<file path="config.mk">
export PLATFORM = sky130hd
export DESIGN_NAME = lbk_leaky_bucket
export DESIGN_NICKNAME = d
export VERILOG_FILES = /design/src/lbk_pkg.sv /design/src/lbk_leaky_bucket.sv
export SDC_FILE = /design/constraint.sdc
export NUM_CORES = 1
export LEC_CHECK = 0
export ABC_AREA = 1
export BUFFER_PORTS_ARGS = -buffer_cell sky130_fd_sc_hd__buf_2
export CORE_ASPECT_RATIO = 0.75
export CORE_MARGIN = 2
export CORE_UTILIZATION = 45
export CTS_BUF_LIST = sky130_fd_sc_hd__clkbuf_2
export DETAILED_ROUTE_END_ITERATION = 8
export PLACE_DENSITY = 0.67
export SLEW_MARGIN = 15
export SYNTH_ARGS = -nofsm -noshare
export SYNTH_HDL_FRONTEND = slang
export SYNTH_SLANG_ARGS = --single-unit
</file>
<file path="constraint.sdc">
create_clock -name aclk -period 2.7 [get_ports aclk]
set_input_delay 0.135 -clock aclk [delete_from_list [all_inputs] [get_ports aclk]]
set_output_delay 0.135 -clock aclk [all_outputs]
set_load 0.005 [all_outputs]
</file>
<file path="src/lbk_pkg.sv">
package lbk_pkg;
	// register byte addresses
	localparam logic [7:0] ADDR_LEAK_CFG = 8'h00;
	localparam logic [7:0] ADDR_SIZE_CFG = 8'h04;
	localparam logic [7:0] ADDR_LEVEL = 8'h08;
	localparam logic [7:0] ADDR_IRQ_STAT = 8'h0C;
	localparam logic [7:0] ADDR_IRQ_MASK = 8'h10;
	// reset values
	localparam logic [7:0] LEAK_CFG_RST = 8'h01;
	localparam logic [7:0] SIZE_CFG_RST = 8'h08;
	localparam logic [1:0] IRQ_MASK_RST = 2'h0;
	// field positions
	localparam int LEAK_SEL_LSB = 0;
	localparam int LEAK_SEL_W = 2;
	localparam int IRQ_FILL_BIT = 0;
	localparam int IRQ_FULL_BIT = 1;
	// timing: one fill cycle
	localparam int CLK_HZ = 20000000;
	localparam int FILL_MS = 128;
	localparam longint FILL_CYCLES = (longint'(CLK_HZ) * FILL_MS) / 1000;
	// axi responses
	localparam logic [1:0] RESP_OKAY = 2'h0;
	localparam logic [1:0] RESP_SLVERR = 2'h2;

	typedef struct packed {
		logic [1:0] leak_sel;
		logic [7:0] size_max;
	} lbk_cfg_s;
endpackage
</file>
<file path="src/lbk_leaky_bucket.sv">
// Our own choices: the AXI4-Lite slave port and the register addresses.
`timescale 1ns/100ps
// Notes on behaviour
// - bad fill cycle adds one to accumulator
// - clean decay period subtracts one
// - select 00..11 gives 128..1024 ms period
// - shortest period equals one fill cycle
// - accumulator capped at programmable size, default eight
module lbk_leaky_bucket #(
	parameter int FILL_PERIOD = int'(lbk_pkg::FILL_CYCLES)
) (
	input wire logic aclk,
	input wire logic aresetn,
	input wire logic ref_bad,
	input wire logic [7:0] s_axi_awaddr,
	input wire logic s_axi_awvalid,
	output logic s_axi_awready,
	input wire logic [31:0] s_axi_wdata,
	input wire logic [3:0] s_axi_wstrb,
	input wire logic s_axi_wvalid,
	output logic s_axi_wready,
	output logic [1:0] s_axi_bresp,
	output logic s_axi_bvalid,
	input wire logic s_axi_bready,
	input wire logic [7:0] s_axi_araddr,
	input wire logic s_axi_arvalid,
	output logic s_axi_arready,
	output logic [31:0] s_axi_rdata,
	output logic [1:0] s_axi_rresp,
	output logic s_axi_rvalid,
	input wire logic s_axi_rready,
	output logic [7:0] bucket_level,
	output logic irq
);
	// ref_bad is asynchronous; two stages before use
	logic bad_s1_q, bad_s2_q;
	always_ff @(posedge aclk) begin
		if (!aresetn) begin
			bad_s1_q <= 1'b0;
			bad_s2_q <= 1'b0;
		end else begin
			bad_s1_q <= ref_bad;
			bad_s2_q <= bad_s1_q;
		end
	end

	// fill cycle timer and bucket state
	logic [31:0] tick_q, tick_d;
	logic seen_q, seen_d;
	logic [2:0] dcnt_q, dcnt_d;
	logic dirty_q, dirty_d;
	logic [7:0] acc_q, acc_d;
	logic fill_end;
	logic [2:0] dlast;
	lbk_pkg::lbk_cfg_s cfg_q, cfg_d;
	logic ev_fill, ev_full;

	assign fill_end = (tick_q == 32'(FILL_PERIOD - 1));
	// period in fill cycles is 1<<sel, so last index is (1<<sel)-1
	assign dlast = 3'((4'h1 << cfg_q.leak_sel) - 4'h1);

	always_comb begin
		tick_d = fill_end ? 32'h0 : tick_q + 32'h1;
		seen_d = fill_end ? 1'b0 : (seen_q | bad_s2_q);
		dcnt_d = dcnt_q;
		dirty_d = dirty_q;
		acc_d = acc_q;
		ev_fill = 1'b0;
		ev_full = 1'b0;
		if (fill_end) begin
			if (seen_q | bad_s2_q) begin
				if (acc_q < cfg_q.size_max) begin
					acc_d = acc_q + 8'h1;
					ev_fill = 1'b1;
				end else begin
					acc_d = cfg_q.size_max;
					ev_full = 1'b1;
				end
			end
			// a bad fill cycle spoils the current decay period
			if (dcnt_q >= dlast) begin
				dcnt_d = 3'h0;
				dirty_d = 1'b0;
				if (!(dirty_q | seen_q | bad_s2_q) && acc_q != 8'h0) begin
					acc_d = acc_q - 8'h1;
				end
			end else begin
				dcnt_d = dcnt_q + 3'h1;
				dirty_d = dirty_q | seen_q | bad_s2_q;
			end
		end
	end

	always_ff @(posedge aclk) begin
		if (!aresetn) begin
			tick_q <= 32'h0;
			seen_q <= 1'b0;
			dcnt_q <= 3'h0;
			dirty_q <= 1'b0;
			acc_q <= 8'h0;
		end else begin
			tick_q <= tick_d;
			seen_q <= seen_d;
			dcnt_q <= dcnt_d;
			dirty_q <= dirty_d;
			acc_q <= acc_d;
		end
	end

	// axi-lite slave; both addr and data must be held before the write lands
	logic aw_h_q, aw_h_d, w_h_q, w_h_d;
	logic [7:0] awa_q, awa_d;
	logic [31:0] wd_q, wd_d;
	logic [3:0] ws_q, ws_d;
	logic bv_q, bv_d, rv_q, rv_d;
	logic [1:0] br_q, br_d, rr_q, rr_d;
	logic [31:0] rd_q, rd_d;
	logic [1:0] st_q, st_d, msk_q, msk_d;
	logic irq_q, irq_d;
	// readys registered from next state so every port leaves a flop
	logic aw_rdy_q, w_rdy_q, ar_rdy_q;
	logic do_wr, do_rd;

	function automatic logic addr_ok(input logic [7:0] a);
		return a == lbk_pkg::ADDR_LEAK_CFG || a == lbk_pkg::ADDR_SIZE_CFG
			|| a == lbk_pkg::ADDR_LEVEL || a == lbk_pkg::ADDR_IRQ_STAT
			|| a == lbk_pkg::ADDR_IRQ_MASK;
	endfunction

	assign do_wr = aw_h_q && w_h_q && !bv_q;
	assign do_rd = s_axi_arvalid && !rv_q;

	always_comb begin
		aw_h_d = aw_h_q;
		w_h_d = w_h_q;
		awa_d = awa_q;
		wd_d = wd_q;
		ws_d = ws_q;
		bv_d = bv_q;
		br_d = br_q;
		rv_d = rv_q;
		rr_d = rr_q;
		rd_d = rd_q;
		cfg_d = cfg_q;
		msk_d = msk_q;
		st_d = st_q;
		if (s_axi_awvalid && !aw_h_q) begin
			aw_h_d = 1'b1;
			awa_d = s_axi_awaddr;
		end
		if (s_axi_wvalid && !w_h_q) begin
			w_h_d = 1'b1;
			wd_d = s_axi_wdata;
			ws_d = s_axi_wstrb;
		end
		if (bv_q && s_axi_bready) begin
			bv_d = 1'b0;
		end
		if (do_wr) begin
			aw_h_d = 1'b0;
			w_h_d = 1'b0;
			bv_d = 1'b1;
			br_d = addr_ok(awa_q) ? lbk_pkg::RESP_OKAY : lbk_pkg::RESP_SLVERR;
			if (ws_q[0]) begin
				if (awa_q == lbk_pkg::ADDR_LEAK_CFG) begin
					cfg_d.leak_sel = wd_q[lbk_pkg::LEAK_SEL_LSB +: lbk_pkg::LEAK_SEL_W];
				end
				if (awa_q == lbk_pkg::ADDR_SIZE_CFG) begin
					cfg_d.size_max = wd_q[7:0];
				end
				if (awa_q == lbk_pkg::ADDR_IRQ_MASK) begin
					msk_d = wd_q[1:0];
				end
			end
		end
		if (rv_q && s_axi_rready) begin
			rv_d = 1'b0;
		end
		if (do_rd) begin
			rv_d = 1'b1;
			rr_d = addr_ok(s_axi_araddr) ? lbk_pkg::RESP_OKAY : lbk_pkg::RESP_SLVERR;
			unique case (s_axi_araddr)
				// bits 7:2 of the leak config read as zero
				lbk_pkg::ADDR_LEAK_CFG: rd_d = {30'h0, cfg_q.leak_sel};
				lbk_pkg::ADDR_SIZE_CFG: rd_d = {24'h0, cfg_q.size_max};
				lbk_pkg::ADDR_LEVEL: rd_d = {24'h0, acc_q};
				lbk_pkg::ADDR_IRQ_STAT: rd_d = {30'h0, st_q};
				lbk_pkg::ADDR_IRQ_MASK: rd_d = {30'h0, msk_q};
				default: rd_d = 32'h0;
			endcase
			if (s_axi_araddr == lbk_pkg::ADDR_IRQ_STAT) begin
				st_d = 2'h0;
			end
		end
		// set beats the read-clear
		if (ev_fill) begin
			st_d[lbk_pkg::IRQ_FILL_BIT] = 1'b1;
		end
		if (ev_full) begin
			st_d[lbk_pkg::IRQ_FULL_BIT] = 1'b1;
		end
		irq_d = |(st_d & msk_d);
	end

	always_ff @(posedge aclk) begin
		if (!aresetn) begin
			aw_h_q <= 1'b0;
			w_h_q <= 1'b0;
			awa_q <= 8'h0;
			wd_q <= 32'h0;
			ws_q <= 4'h0;
			bv_q <= 1'b0;
			br_q <= lbk_pkg::RESP_OKAY;
			rv_q <= 1'b0;
			rr_q <= lbk_pkg::RESP_OKAY;
			rd_q <= 32'h0;
			cfg_q.leak_sel <= lbk_pkg::LEAK_CFG_RST[1:0];
			cfg_q.size_max <= lbk_pkg::SIZE_CFG_RST;
			msk_q <= lbk_pkg::IRQ_MASK_RST;
			st_q <= 2'h0;
			irq_q <= 1'b0;
			aw_rdy_q <= 1'b1;
			w_rdy_q <= 1'b1;
			ar_rdy_q <= 1'b1;
		end else begin
			aw_h_q <= aw_h_d;
			w_h_q <= w_h_d;
			awa_q <= awa_d;
			wd_q <= wd_d;
			ws_q <= ws_d;
			bv_q <= bv_d;
			br_q <= br_d;
			rv_q <= rv_d;
			rr_q <= rr_d;
			rd_q <= rd_d;
			cfg_q <= cfg_d;
			msk_q <= msk_d;
			st_q <= st_d;
			irq_q <= irq_d;
			aw_rdy_q <= !aw_h_d;
			w_rdy_q <= !w_h_d;
			ar_rdy_q <= !rv_d;
		end
	end

	// level output registered again so it comes from a flip-flop
	logic [7:0] lvl_q;
	always_ff @(posedge aclk) begin
		if (!aresetn) begin
			lvl_q <= 8'h0;
		end else begin
			lvl_q <= acc_q;
		end
	end

	assign s_axi_awready = aw_rdy_q;
	assign s_axi_wready = w_rdy_q;
	assign s_axi_bvalid = bv_q;
	assign s_axi_bresp = br_q;
	assign s_axi_arready = ar_rdy_q;
	assign s_axi_rvalid = rv_q;
	assign s_axi_rresp = rr_q;
	assign s_axi_rdata = rd_q;
	assign bucket_level = lvl_q;
	assign irq = irq_q;

	a_acc_bounded: assert property (@(posedge aclk) disable iff (!aresetn)
		$changed(acc_q) && $past(fill_end)
		|-> acc_q <= $past(cfg_q.size_max) || acc_q < $past(acc_q))
		else $error("accumulator rose above size");
	a_no_underflow: assert property (@(posedge aclk) disable iff (!aresetn)
		$past(acc_q) == 8'h0 |-> acc_q <= 8'h1)
		else $error("accumulator wrapped below zero");
	a_fill_step: assert property (@(posedge aclk) disable iff (!aresetn)
		fill_end && bad_s2_q && acc_q < cfg_q.size_max |=> acc_q == $past(acc_q) + 8'h1)
		else $error("bad fill cycle did not add one");
	a_quiet_hold: assert property (@(posedge aclk) disable iff (!aresetn)
		!fill_end |=> acc_q == $past(acc_q))
		else $error("accumulator moved outside fill end");
	a_leak_step: assert property (@(posedge aclk) disable iff (!aresetn)
		fill_end && !(dirty_q | seen_q | bad_s2_q) && dcnt_q >= dlast && acc_q != 8'h0
		|=> acc_q == $past(acc_q) - 8'h1)
		else $error("clean period did not leak");
	a_period_len: assert property (@(posedge aclk) disable iff (!aresetn)
		dlast == ((cfg_q.leak_sel == 2'h0) ? 3'h0 : (cfg_q.leak_sel == 2'h1) ? 3'h1
			: (cfg_q.leak_sel == 2'h2) ? 3'h3 : 3'h7))
		else $error("decay period length wrong");
	a_fast_leak: assert property (@(posedge aclk) disable iff (!aresetn)
		cfg_q.leak_sel == 2'h0 && fill_end |=> dcnt_q == 3'h0 && !dirty_q)
		else $error("shortest period not one fill cycle");
	a_irq_level: assert property (@(posedge aclk) disable iff (!aresetn)
		irq_q == |(st_q & msk_q))
		else $error("interrupt does not follow status");
	// set must survive a read-clear in the same cycle
	a_fill_flag: assert property (@(posedge aclk) disable iff (!aresetn)
		ev_fill |=> st_q[lbk_pkg::IRQ_FILL_BIT])
		else $error("fill event lost from status");
	a_full_flag: assert property (@(posedge aclk) disable iff (!aresetn)
		ev_full |=> st_q[lbk_pkg::IRQ_FULL_BIT])
		else $error("full event lost from status");
	a_stat_clear: assert property (@(posedge aclk) disable iff (!aresetn)
		do_rd && s_axi_araddr == lbk_pkg::ADDR_IRQ_STAT && !ev_fill && !ev_full |=> st_q == 2'h0)
		else $error("status read did not clear");
	a_bresp_hold: assert property (@(posedge aclk) disable iff (!aresetn)
		bv_q && !s_axi_bready |=> bv_q && $stable(br_q))
		else $error("write response dropped early");
	a_rdata_hold: assert property (@(posedge aclk) disable iff (!aresetn)
		rv_q && !s_axi_rready |=> rv_q && $stable(rd_q) && $stable(rr_q))
		else $error("read data dropped early");
	a_cfg_reset: assert property (@(posedge aclk)
		!aresetn |=> cfg_q.leak_sel == 2'h1 && cfg_q.size_max == 8'h08)
		else $error("config reset value wrong");
endmodule

</file>
# == Word level (Yosys, flattened, before mapping) ==
# Cells that the tools add are included.
# classes
bitwise_logic,5
n_mux,30
n_reduce_logical,32
add_sub_neg,5
shifts,1
n_eq_ne,9
n_lt_le_gt_ge,2
# ops
op,count
case mux 8 bit (5 select lines),1
adder 32 x 1 -> 32 bit (second input constant),1
== test 32 x 22 -> 1 bit (second input constant),1
== test 8 x 4 -> 1 bit (second input constant),4
two-way mux 8 bit,4
two-way mux 1 bit,17
== test 8 x 3 -> 1 bit (second input constant),2
== test 8 x 5 -> 1 bit (second input constant),2
zero test 8 bit,2
two-way mux 2 bit,7
adder 8 x 1 -> 8 bit (second input constant),1
logical AND 1 bit,8
zero test 1 bit,8
logical OR 1 bit,8
< comparator 8 bit,1
nonzero test 8 bit,1
subtractor 8 x 1 -> 8 bit (second input constant),1
AND reduction 3 bit,2
OR reduction 2 bit,2
adder 3 x 1 -> 3 bit (second input constant),1
greater-or-equal comparator 3 bit,1
two-way mux 3 bit,1
bitwise OR 1 bit,3
<< shifter 1 x 2 -> 3 bit (first input constant),1
4 further kinds,4
# word_totals
in_bits,60
elab_cells,110
output_inout_bits,50
regBits,130

# == Depth between registers and ports, before layout ==
# Gate-level depths: netlist (run 1).
# depth
ltp_word,7
depth_mapped,14
ltp_nobuf,14

# == Least setup slack after synthesis (run 1) ==
# Ideal clock, no wire load.
# synth_path
kind,reg2reg
from,register cfg_q[8] (netlist bit)
to,register acc_q[7]
t_arrival_ns,1.547
setup_ns,0.112
required_time_ns,2.588
path_stages_with_launch,11
path_buffers,0
slack_ns,1.041
period_less_slack_ns,1.659
path_cell_list,dfxtp_1 -> or2_2 -> ha_1 -> nand3_1 -> nand3_1 -> nand3_2 -> inv_2 -> a21oi_1 -> nand3_1 -> nand2_1 -> nand2_1
# synth_between
elab_chain_len,4
# synth_lines
element,line,text
start: declaration,lbk_leaky_bucket.sv:55,"lbk_pkg::lbk_cfg_s cfg_q, cfg_d;"
start signal: assignment,lbk_leaky_bucket.sv:236,cfg_q <= cfg_d;
<< shifter 1 x 2 -> 3 bit,lbk_leaky_bucket.sv:60,assign dlast = 3'((4'h1 << cfg_q.leak_sel) - 4'h1);
subtractor 3 x 1 -> 3 bit,lbk_leaky_bucket.sv:60,
greater-or-equal comparator 3 bit,lbk_leaky_bucket.sv:81,if (dcnt_q >= dlast) begin
two-way mux 8 bit,lbk_leaky_bucket.sv:81,
end signal: assignment,lbk_leaky_bucket.sv:100,acc_q <= 8'h0;
end signal: assignment,lbk_leaky_bucket.sv:106,acc_q <= acc_d;
end: declaration,lbk_leaky_bucket.sv:52,"logic [7:0] acc_q, acc_d;"
# No other way between the ends.
# A chain may end at the register's enable or synchronous reset.

# == Worst setup path in the final report (run 1) ==
# layout_path
from,register tick_q[0]
to,register tick_q[13]
# layout_between
elab_chain_len,2
word_cells_on_any_way,3
classes_between,add/sub: 1; eq/ne: 1; reduce/logical: 1
# layout_lines
element,line,text
start: declaration,lbk_leaky_bucket.sv:48,"logic [31:0] tick_q, tick_d;"
start signal: assignment,lbk_leaky_bucket.sv:102,tick_q <= tick_d;
"parallel branches: the longest is 2 deep, another holds adder 32 x 1 -> 32 bit",-,
# Several ways; the timed one is not identified.

==> insert_results.sql, run 1 <==
INSERT INTO impl_metrics (metric_group, metric, value, unit) VALUES
('outcome', 'status', 'finished clean', ''),
('worst_setup_path', 'worst-path-buf-inv', '1', ''),
('logic_synthesis', 'syn_inst', '785', ''),
('grt', 'track_usage', '0.204', ''),
('timing', 'setup_viol_count_final', '0', ''),
('worst_setup_path', 'timing.critical_path.required', '3.24', 'ns'),
('place', 'place.port_buffers', '56', ''),
('timing', 'clock-skew-final', '0.0427', 'ns'),
('timing', 'setup_total_negative_slack', '0', 'ns'),
('clocking', 'cts.repair_timing.setup_buffer_count', '0', ''),
('logic_synthesis', 'synthesized_area', '0.00542', 'mm2'),
('power', 'p_per_area', '426', 'mW/mm2'),
('grt', 'first_global_vias', '4276', ''),
('timing', 'rsz0062_at_grt', 'no', ''),
('logic_synthesis', 'synth-compound-area-share', '0.116', ''),
('cells_and_area', 'finalNetCount', '940', ''),
('logic_synthesis', 'synth_simple_gate_area_share', '0.306', ''),
('cells_and_area', 'mostFrequentLayoutCell', 'sky130_fd_sc_hd__nand2_1', ''),
('logic_synthesis', 'synth.largest_area_cell', 'sky130_fd_sc_hd__dfxtp_1', ''),
('logic_synthesis', 'synth_area_per_cell', '6.90', 'um2'),
('place', 'place_worst_setup_slack', '0.624', 'ns'),
('timing', 'slew_viol_final', '0', ''),
('power', 'comb_power_share', '0.079', ''),
('cells_and_area', 'layout-drive-gt1-share', '0.109', ''),
('place', 'detailed_place_hpwl', '9420', 'um'),
('grt', 'overflow', '0', ''),
('drt', 'route.final.wire_length', '12800', 'um'),
('power', 'share_seq_of_total_power', '0.610', ''),
('drt', 'vias', '4998', ''),
('logic_synthesis', 'yosysUniqueCellTypes', '36', ''),
('power', 'swShare', '0.273', ''),
('worst_setup_path', 'worstSetupEndpointType', 'flop', ''),
('logic_synthesis', 'synth_adder_area_share', '0.0346', ''),
('drt', 'routed_via_density', '4.84', ''),
('logic_synthesis', 'ys_seq_elements', '104', ''),
('power', 'p_switching', '0.716', 'mW'),
('timing', 'min_setup_slack_post_route', '0.603', 'ns'),
('drt', 'antenna_left', '0', ''),
('worst_setup_path', 'setup.worst_path.class', 'flop to flop', ''),
('worst_setup_path', 'critical_path.max_fanout', '29', ''),
('logic_synthesis', 'synth_top_family_by_area', 'simple AND/OR/NAND/NOR gates', ''),
('logic_synthesis', 'synth_seq_area_share', '0.384', ''),
('timing', 'period_needed', '2.10', 'ns'),
('worst_setup_path', 'critPathMaxStageDelay', '0.45', 'ns'),
('clocking', 'worst_setup_hold_path_clk_slew', '0.31', 'ns'),
('worst_setup_path', 'crit_chain', 'ha_1 > nand3_2 > nor3_2 > nand3b_1 > nor2_1 > nor2_1 > inv_2 > a21oi_1 > o21a_1', ''),
('timing', 'timing.final.hold_violations', '0', ''),
('drt', 'wire_per_inst', '12.4', 'um'),
('clocking', 'cts_tree', 'yes', ''),
('timing', 'worst_pin_slew', '0.845', 'ns'),
('logic_synthesis', 'synth_warnings', '0', ''),
('worst_setup_path', 'timing.reg2reg.setup_slack', '0.60', 'ns'),
('worst_hold_path', 'holdCritPathClass', 'input pin to flop', ''),
('job', 'cap_viol_max_count', '0', ''),
('power', 'peak_supply_drop', '0.000273', 'V'),
('drt', 'first_iter_violations', '409', ''),
('clocking', 'root_buffer', 'sky130_fd_sc_hd__clkbuf_2', ''),
('floorplanning', 'row_count', '34', ''),
('floorplanning', 'core-area', '0.0117', 'mm2'),
('power', 'power_leakage', '2.74', 'nW'),
('cells_and_area', 'multi_input_comb_area', '0.00274', 'mm2'),
('clocking', 'clock_insertion_delay_worst_skew', '0.61', 'ns'),
('cells_and_area', 'layout_common_cells', 'sky130_fd_sc_hd__nand2_1 (166), sky130_fd_sc_hd__inv_1 (108), sky130_fd_sc_hd__dfxtp_1 (104), sky130_fd_sc_hd__nor2_1 (86), sky130_fd_sc_hd__a21oi_1 (65)', ''),
('clocking', 'cts_repair_resize_count', '0', ''),
('timing', 'fmax', '477', 'MHz'),
('floorplanning', 'dieArea', '0.0129', 'mm2'),
('drt', 'firstDrtPassIters', '5', ''),
('grt', 'grt_pass1_wl', '20800', 'um'),
('timing', 'timing.max_slew.rel_slack', '0.432', ''),
('worst_setup_path', 'worstSetupStartpointType', 'flop', ''),
('floorplanning', 'floorplan.initialDensity', '0.465', '');
==> path summary, 6_finish.rpt <==
| path | from | end | cells past startpoint |
|---|---|---|---|
| min reg2reg | bad_s1_q$_SDFF_PN0_ | bad_s2_q$_SDFF_PN0_ | 2 |
| min | s_axi_araddr[2] | st_q[0]$_SDFF_PN0_ | 5 |
| max | tick_q[0]$_SDFF_PP0_ | tick_q[13]$_SDFF_PP0_ | 9 |
| max reg2reg | tick_q[0]$_SDFF_PP0_ | tick_q[13]$_SDFF_PP0_ | 9 |
==> power by group through the flow <==
| stage | Combinational, mW | Clock (mW) | Sequential (mW) |
|---|---|---|---|
| after floorplan | 0.145 | 0 | 1.63 |
| after global placement | 0.178 | 0 | 1.63 |
| after detailed placement | 0.178 | 0 | 1.63 |
| after CTS | 0.207 | 0.842 | 1.60 |
| after global routing | 0.244 | 0.906 | 1.61 |
| final | 0.208 | 0.817 | 1.60 |
==> stage by stage <==
stage	total power, mW	cell area [um2]	util
4_1_cts	2.65	6160	0.528
3_3_place_gp	1.81	5750	0.493
3_5_place_dp	1.81	5750	0.493
5_1_grt	2.76	6160	0.529
6_report	2.63	6160	0.529
2_1_floorplan	1.77	5510	-
==> metal layers <==
metal	part of all wire	GRT usage	vias to the layer above
li1	-	-	2640
met2	0.38	0.272	182
met5	0	0	-
met4	0.011	0.0524	0
met1	0.53	0.324	2166
met3	0.080	0.0494	10
==> sequential cells by signal, summed over array words and instances, names as in the netlist, 2 cells and up <==
signal / cells
acc_q: 8
awa_q: 8
bucket_level: 8
cfg_q: 10
dcnt_q: 3
msk_q: 2
s_axi_rdata: 8
st_q: 2
tick_q: 32
wd_q: 8
==> logic make-up after synthesis <==
logic type               Yosys count
buffers and inverters            156
XOR/XNOR                          19
adder cells (fa/ha/maj)           15
AND/OR/NAND/NOR                  369
other                              1
AO/OA/AOI/OAI                    121
flip-flops                       104
==> Yosys cell counts (all sizes together) <==
master  instances
a21oi          65
and2            1
and3            1
buf            31
clkbuf         12
clkinv          2
conb            1
dfxtp         104
ha             15
inv           111
nand2         167
nand3          53
nand3b          2
nand4          20
nor2           89
nor3           22
nor3b           2
nor4            6
o211ai          2
o21a            2
o21ai          43
o22ai           9
or2             6
xnor2           5
xor2           14
==> cell type report <==
class,count,area share
inverters,113,0.0688
clock buffers,10,0.00812
diodes,1,0.000406
flip-flops and latches,104,0.338
multi-input cells,550,0.444
repair buffers,87,0.0946
well taps,162,0.0329
clock inverters,6,0.0132
==> what timing repair did <==
| item | 4_1_cts | 5_1_grt |
|---|---|---|
| hold buffers | 28 | 0 |
| setup endpoints to repair | 0 | 0 |
| hold endpoints to repair | 35 | 0 |
==> tightest hold or removal path, cell delays in order <==
cell                      delay, ns
sky130_fd_sc_hd__buf_2         0.10
sky130_fd_sc_hd__nand4_1       0.14
sky130_fd_sc_hd__or2_2         0.14
sky130_fd_sc_hd__nand3_1       0.06
sky130_fd_sc_hd__nand2_1       0.07
Power figures use the tool's default switching activity.
==> run 2, diff against run 1 <==
- PLACE_DENSITY: 0.67 -> 0.7
- clock period: 2.7 -> 1.9 ns (I/O delays scaled with it)
==> run 2 against run 1 <==
- register-to-register slack worse by 0.53 ns
- final cell count increased by 4.0%
- clock skew grew 0.0099 ns
- global-route usage rose by 1.5 points
- first-iteration DRC count increased by 9.0%
- die area unchanged
- sequential cell count unchanged
- sequential share of layout area decreased by 2.0 points
- sequential power increased by 42%
- design area increased by 6.8%
- critical path depth is 3 lower
- combinational power is 65% higher
- critical path type unchanged
==> insert_results.sql, run 2 (synthesized netlist as in run 1, its figures left out) <==
INSERT INTO impl_metrics (metric_group, metric, value, unit) VALUES
('outcome', 'status', 'finished clean', ''),
('worst_hold_path', 'start_point_of_the_worst_min_delay_path', 's_axi_araddr[7]', ''),
('cells_and_area', 'layout_overhead_on_the_synthesized_area', '21.5', '%'),
('worst_setup_path', 'r2r_end', 'tick_q[23]$_SDFF_PP0_', ''),
('worst_setup_path', 'setup.worst_path.class', 'flop to flop', ''),
('floorplanning', 'row_count', '34', ''),
('timing', 'slew_viol_final', '0', ''),
('cells_and_area', 'finalNetCount', '982', ''),
('worst_setup_path', 'worst_path_max_delay_cell', 'sky130_fd_sc_hd__dfxtp_1', ''),
('power', 'p_switching', '1.07', 'mW'),
('cells_and_area', 'max_flop_register', 'tick_q', ''),
('cells_and_area', 'layout-drive-gt1-share', '0.162', ''),
('clocking', 'worst_setup_hold_path_clk_slew', '0.30', 'ns'),
('timing', 'setup_viol_count_final', '0', ''),
('grt', 'antenna_found_initial', '0', ''),
('place', 'place_worst_setup_slack', '0.0655', 'ns'),
('clocking', 'cts_tree', 'yes', ''),
('grt', 'grt_max_degree', '45', ''),
('worst_setup_path', 'critPathMaxStageDelay', '0.48', 'ns'),
('cells_and_area', 'layout_common_cells', 'sky130_fd_sc_hd__nand2_1 (165), sky130_fd_sc_hd__inv_1 (107), sky130_fd_sc_hd__dfxtp_1 (99), sky130_fd_sc_hd__nor2_1 (82), sky130_fd_sc_hd__a21oi_1 (64)', ''),
('worst_setup_path', 'timing.reg2reg.setup_slack', '0.08', 'ns'),
('power', 'power_leakage', '2.97', 'nW'),
('place', 'detailed_place_hpwl', '10100', 'um'),
('timing', 'min_period_over_period', '0.960', ''),
('cells_and_area', 'multi_input_comb_area', '0.00281', 'mm2'),
('worst_setup_path', 'reg2reg_from', 'tick_q[21]$_SDFF_PP0_', ''),
('worst_setup_path', 'worst-path-buf-inv', '1', ''),
('power', 'swShare', '0.290', ''),
('cells_and_area', 'final_cell_area', '0.00658', 'mm2'),
('power', 'p_per_area', '563', 'mW/mm2'),
('floorplanning', 'die_w', '131', 'um'),
('grt', 'track_usage', '0.219', ''),
('clocking', 'clock-sinks', '104', ''),
('timing', 'timing.hold.ws', '0.0681', 'ns'),
('clocking', 'root_buffer', 'sky130_fd_sc_hd__clkbuf_2', ''),
('worst_setup_path', 'r2r_cells', '6', ''),
('worst_setup_path', 'timing.critical_path.required', '2.42', 'ns'),
('power', 'peak_supply_drop', '0.000405', 'V'),
('worst_hold_path', 'hold-path-endpoint', 's_axi_rdata[1]$_SDFFE_PN0P_', ''),
('place', 'placed_cell_area', '0.00595', 'mm2'),
('floorplanning', 'floorplan.initialDensity', '0.465', ''),
('worst_setup_path', 'worstSetupEndpointType', 'flop', ''),
('power', 'comb_power_share', '0.093', ''),
('grt', 'grt_pass1_wl', '22500', 'um'),
('worst_setup_path', 'crit_chain', 'inv_1 > nor3_1 > nand2_1 > nor3_1 > or2_2 > a21oi_1', ''),
('power', 'share_seq_of_total_power', '0.615', ''),
('cells_and_area', 'final_cell_count_without_fillers', '1074', ''),
('worst_setup_path', 'worstPathArrival', '2.34', 'ns'),
('grt', 'overflow', '0', ''),
('floorplanning', 'core-area', '0.0117', 'mm2'),
('worst_setup_path', 'crit_family', 'simple AND/OR/NAND/NOR gates', ''),
('place', 'routabilityCongestion', '0.948', ''),
('worst_setup_path', 'worstSetupStartpointType', 'flop', ''),
('power', 'finalPower', '3.71', 'mW'),
('worst_hold_path', 'holdCritPathClass', 'input pin to flop', ''),
('place', 'place.port_buffers', '56', ''),
('cells_and_area', 'mostFrequentLayoutCell', 'sky130_fd_sc_hd__nand2_1', ''),
('floorplanning', 'dieArea', '0.0129', 'mm2'),
('grt', 'first_global_vias', '4663', ''),
('drt', 'first_iter_violations', '446', ''),
('clocking', 'cts_buffers', '9', ''),
('floorplanning', 'num_io_pins', '110', ''),
('worst_setup_path', 'cp_common_cell', 'sky130_fd_sc_hd__nor3_1', ''),
('drt', 'firstDrtPassIters', '5', ''),
('drt', 'antenna_left', '0', ''),
('timing', 'clock-skew-final', '0.0526', 'ns'),
('drt', 'drc_violation_count_after_routing', '0', ''),
('cells_and_area', 'storage_element_area', '0.00209', 'mm2'),
('timing', 'fmax', '548', 'MHz'),
('power', 'power_frac_clock', '0.292', ''),
('timing', 'timing.max_slew.rel_slack', '0.655', ''),
('timing', 'worst_pin_slew', '0.514', 'ns'),
('clocking', 'cts_htree_levels', '3', ''),
('floorplanning', 'floorplan.die.height', '99.0', 'um'),
('timing', 'timing.final.hold_violations', '0', ''),
('power', 'internal-power', '2.63', 'mW'),
('job', 'cap_viol_max_count', '0', ''),
('drt', 'routed_via_density', '4.91', ''),
('cells_and_area', 'final.fill_count', '1144', ''),
('cells_and_area', 'insertedDiodeCount', '0', ''),
('clocking', 'clock_insertion_delay_worst_skew', '0.62', 'ns'),
('place', 'cell_count_post_placement', '1015', ''),
('clocking', 'clockBufferDepth', '2', ''),
('drt', 'vias', '5272', ''),
('worst_hold_path', 'timing.hold.worst_path_depth', '8', ''),
('worst_setup_path', 'critical_path.max_fanout', '5', ''),
('cells_and_area', 'largest_reg_flops', '32', ''),
('timing', 'rsz0062_at_grt', 'yes', ''),
('drt', 'route.final.wire_length', '13700', 'um'),
('cells_and_area', 'biggestRegsByFlops', 'tick_q x32, cfg_q x10', ''),
('timing', 'min_setup_slack_post_route', '0.0761', 'ns'),
('drt', 'wire_per_inst', '12.8', 'um'),
('timing', 'period_needed', '1.82', 'ns');
-- run 2: stage by stage --
step	TNS (ns)	utilization
2_1_floorplan	0	-
3_3_place_gp	0	0.510
3_5_place_dp	0	0.510
4_1_cts	0	0.553
5_1_grt	-0.0127	0.565
6_report	0	0.565
-- run 2: final cells by class --
class,instances,share of cell area
Sequential cell,104,0.318
Clock buffer,9,0.00684
Inverter,113,0.0648
Tap cell,162,0.0308
Multi-Input combinational cell,550,0.427
Timing Repair Buffer,129,0.140
Clock inverter,7,0.0124
-- run 2: per-layer routing --
metal	vias to the layer above	wire length, um	GRT usage
li1	2722	-	-
met1	2358	7050	0.337
met2	183	5530	0.306
met3	9	1020	0.0516
met4	0	104	0.0540
met5	-	0	0
-- run 2: what timing repair did --
action                                  CTS  global route
setup buffers                             0             7
hold buffers                             37             0
endpoints found under the setup margin    0            43
endpoints found under the hold margin    49             0
gates resized for setup                   0            27
-- run 2: how the worst max path moves through the flow --
| stage | startpoint | endpoint | slack [ns] | cells past startpoint |
|---|---|---|---|---|
| floorplan | cfg_q[8]$_SDFFE_PN1P_ | acc_q[7]$_SDFFE_PN0P_ | 0.24 | 10 |
| global placement | cfg_q[8]$_SDFFE_PN1P_ | acc_q[1]$_SDFFE_PN0P_ | 0.12 | 10 |
| detailed placement | cfg_q[9]$_SDFFE_PN0P_ | acc_q[6]$_SDFFE_PN0P_ | 0.07 | 10 |
| CTS | cfg_q[9]$_SDFFE_PN0P_ | acc_q[7]$_SDFFE_PN0P_ | 0.03 | 10 |
| global route | tick_q[17]$_SDFF_PP0_ | irq$_SDFF_PN0_ | -0.01 | 11 |
| finish | tick_q[21]$_SDFF_PP0_ | tick_q[23]$_SDFF_PP0_ | 0.08 | 6 |
-- run 2: power groups by stage --
stage	clock network (mW)	registers, mW	logic [mW]
2_1_floorplan	0	2.31	0.207
3_3_place_gp	0	2.31	0.269
3_5_place_dp	0	2.31	0.271
4_1_cts	1.13	2.28	0.331
5_1_grt	1.23	2.29	0.389
6_report	1.08	2.28	0.344
-- run 2: worst min-delay path: stages --
cell,delay [ns]
sky130_fd_sc_hd__buf_2,0.07
sky130_fd_sc_hd__nor2_1,0.03
sky130_fd_sc_hd__nand2_1,0.04
sky130_fd_sc_hd__inv_1,0.04
sky130_fd_sc_hd__nand3_1,0.11
sky130_fd_sc_hd__o22ai_1,0.09
sky130_fd_sc_hd__nor2_1,0.11
sky130_fd_sc_hd__a21oi_1,0.07
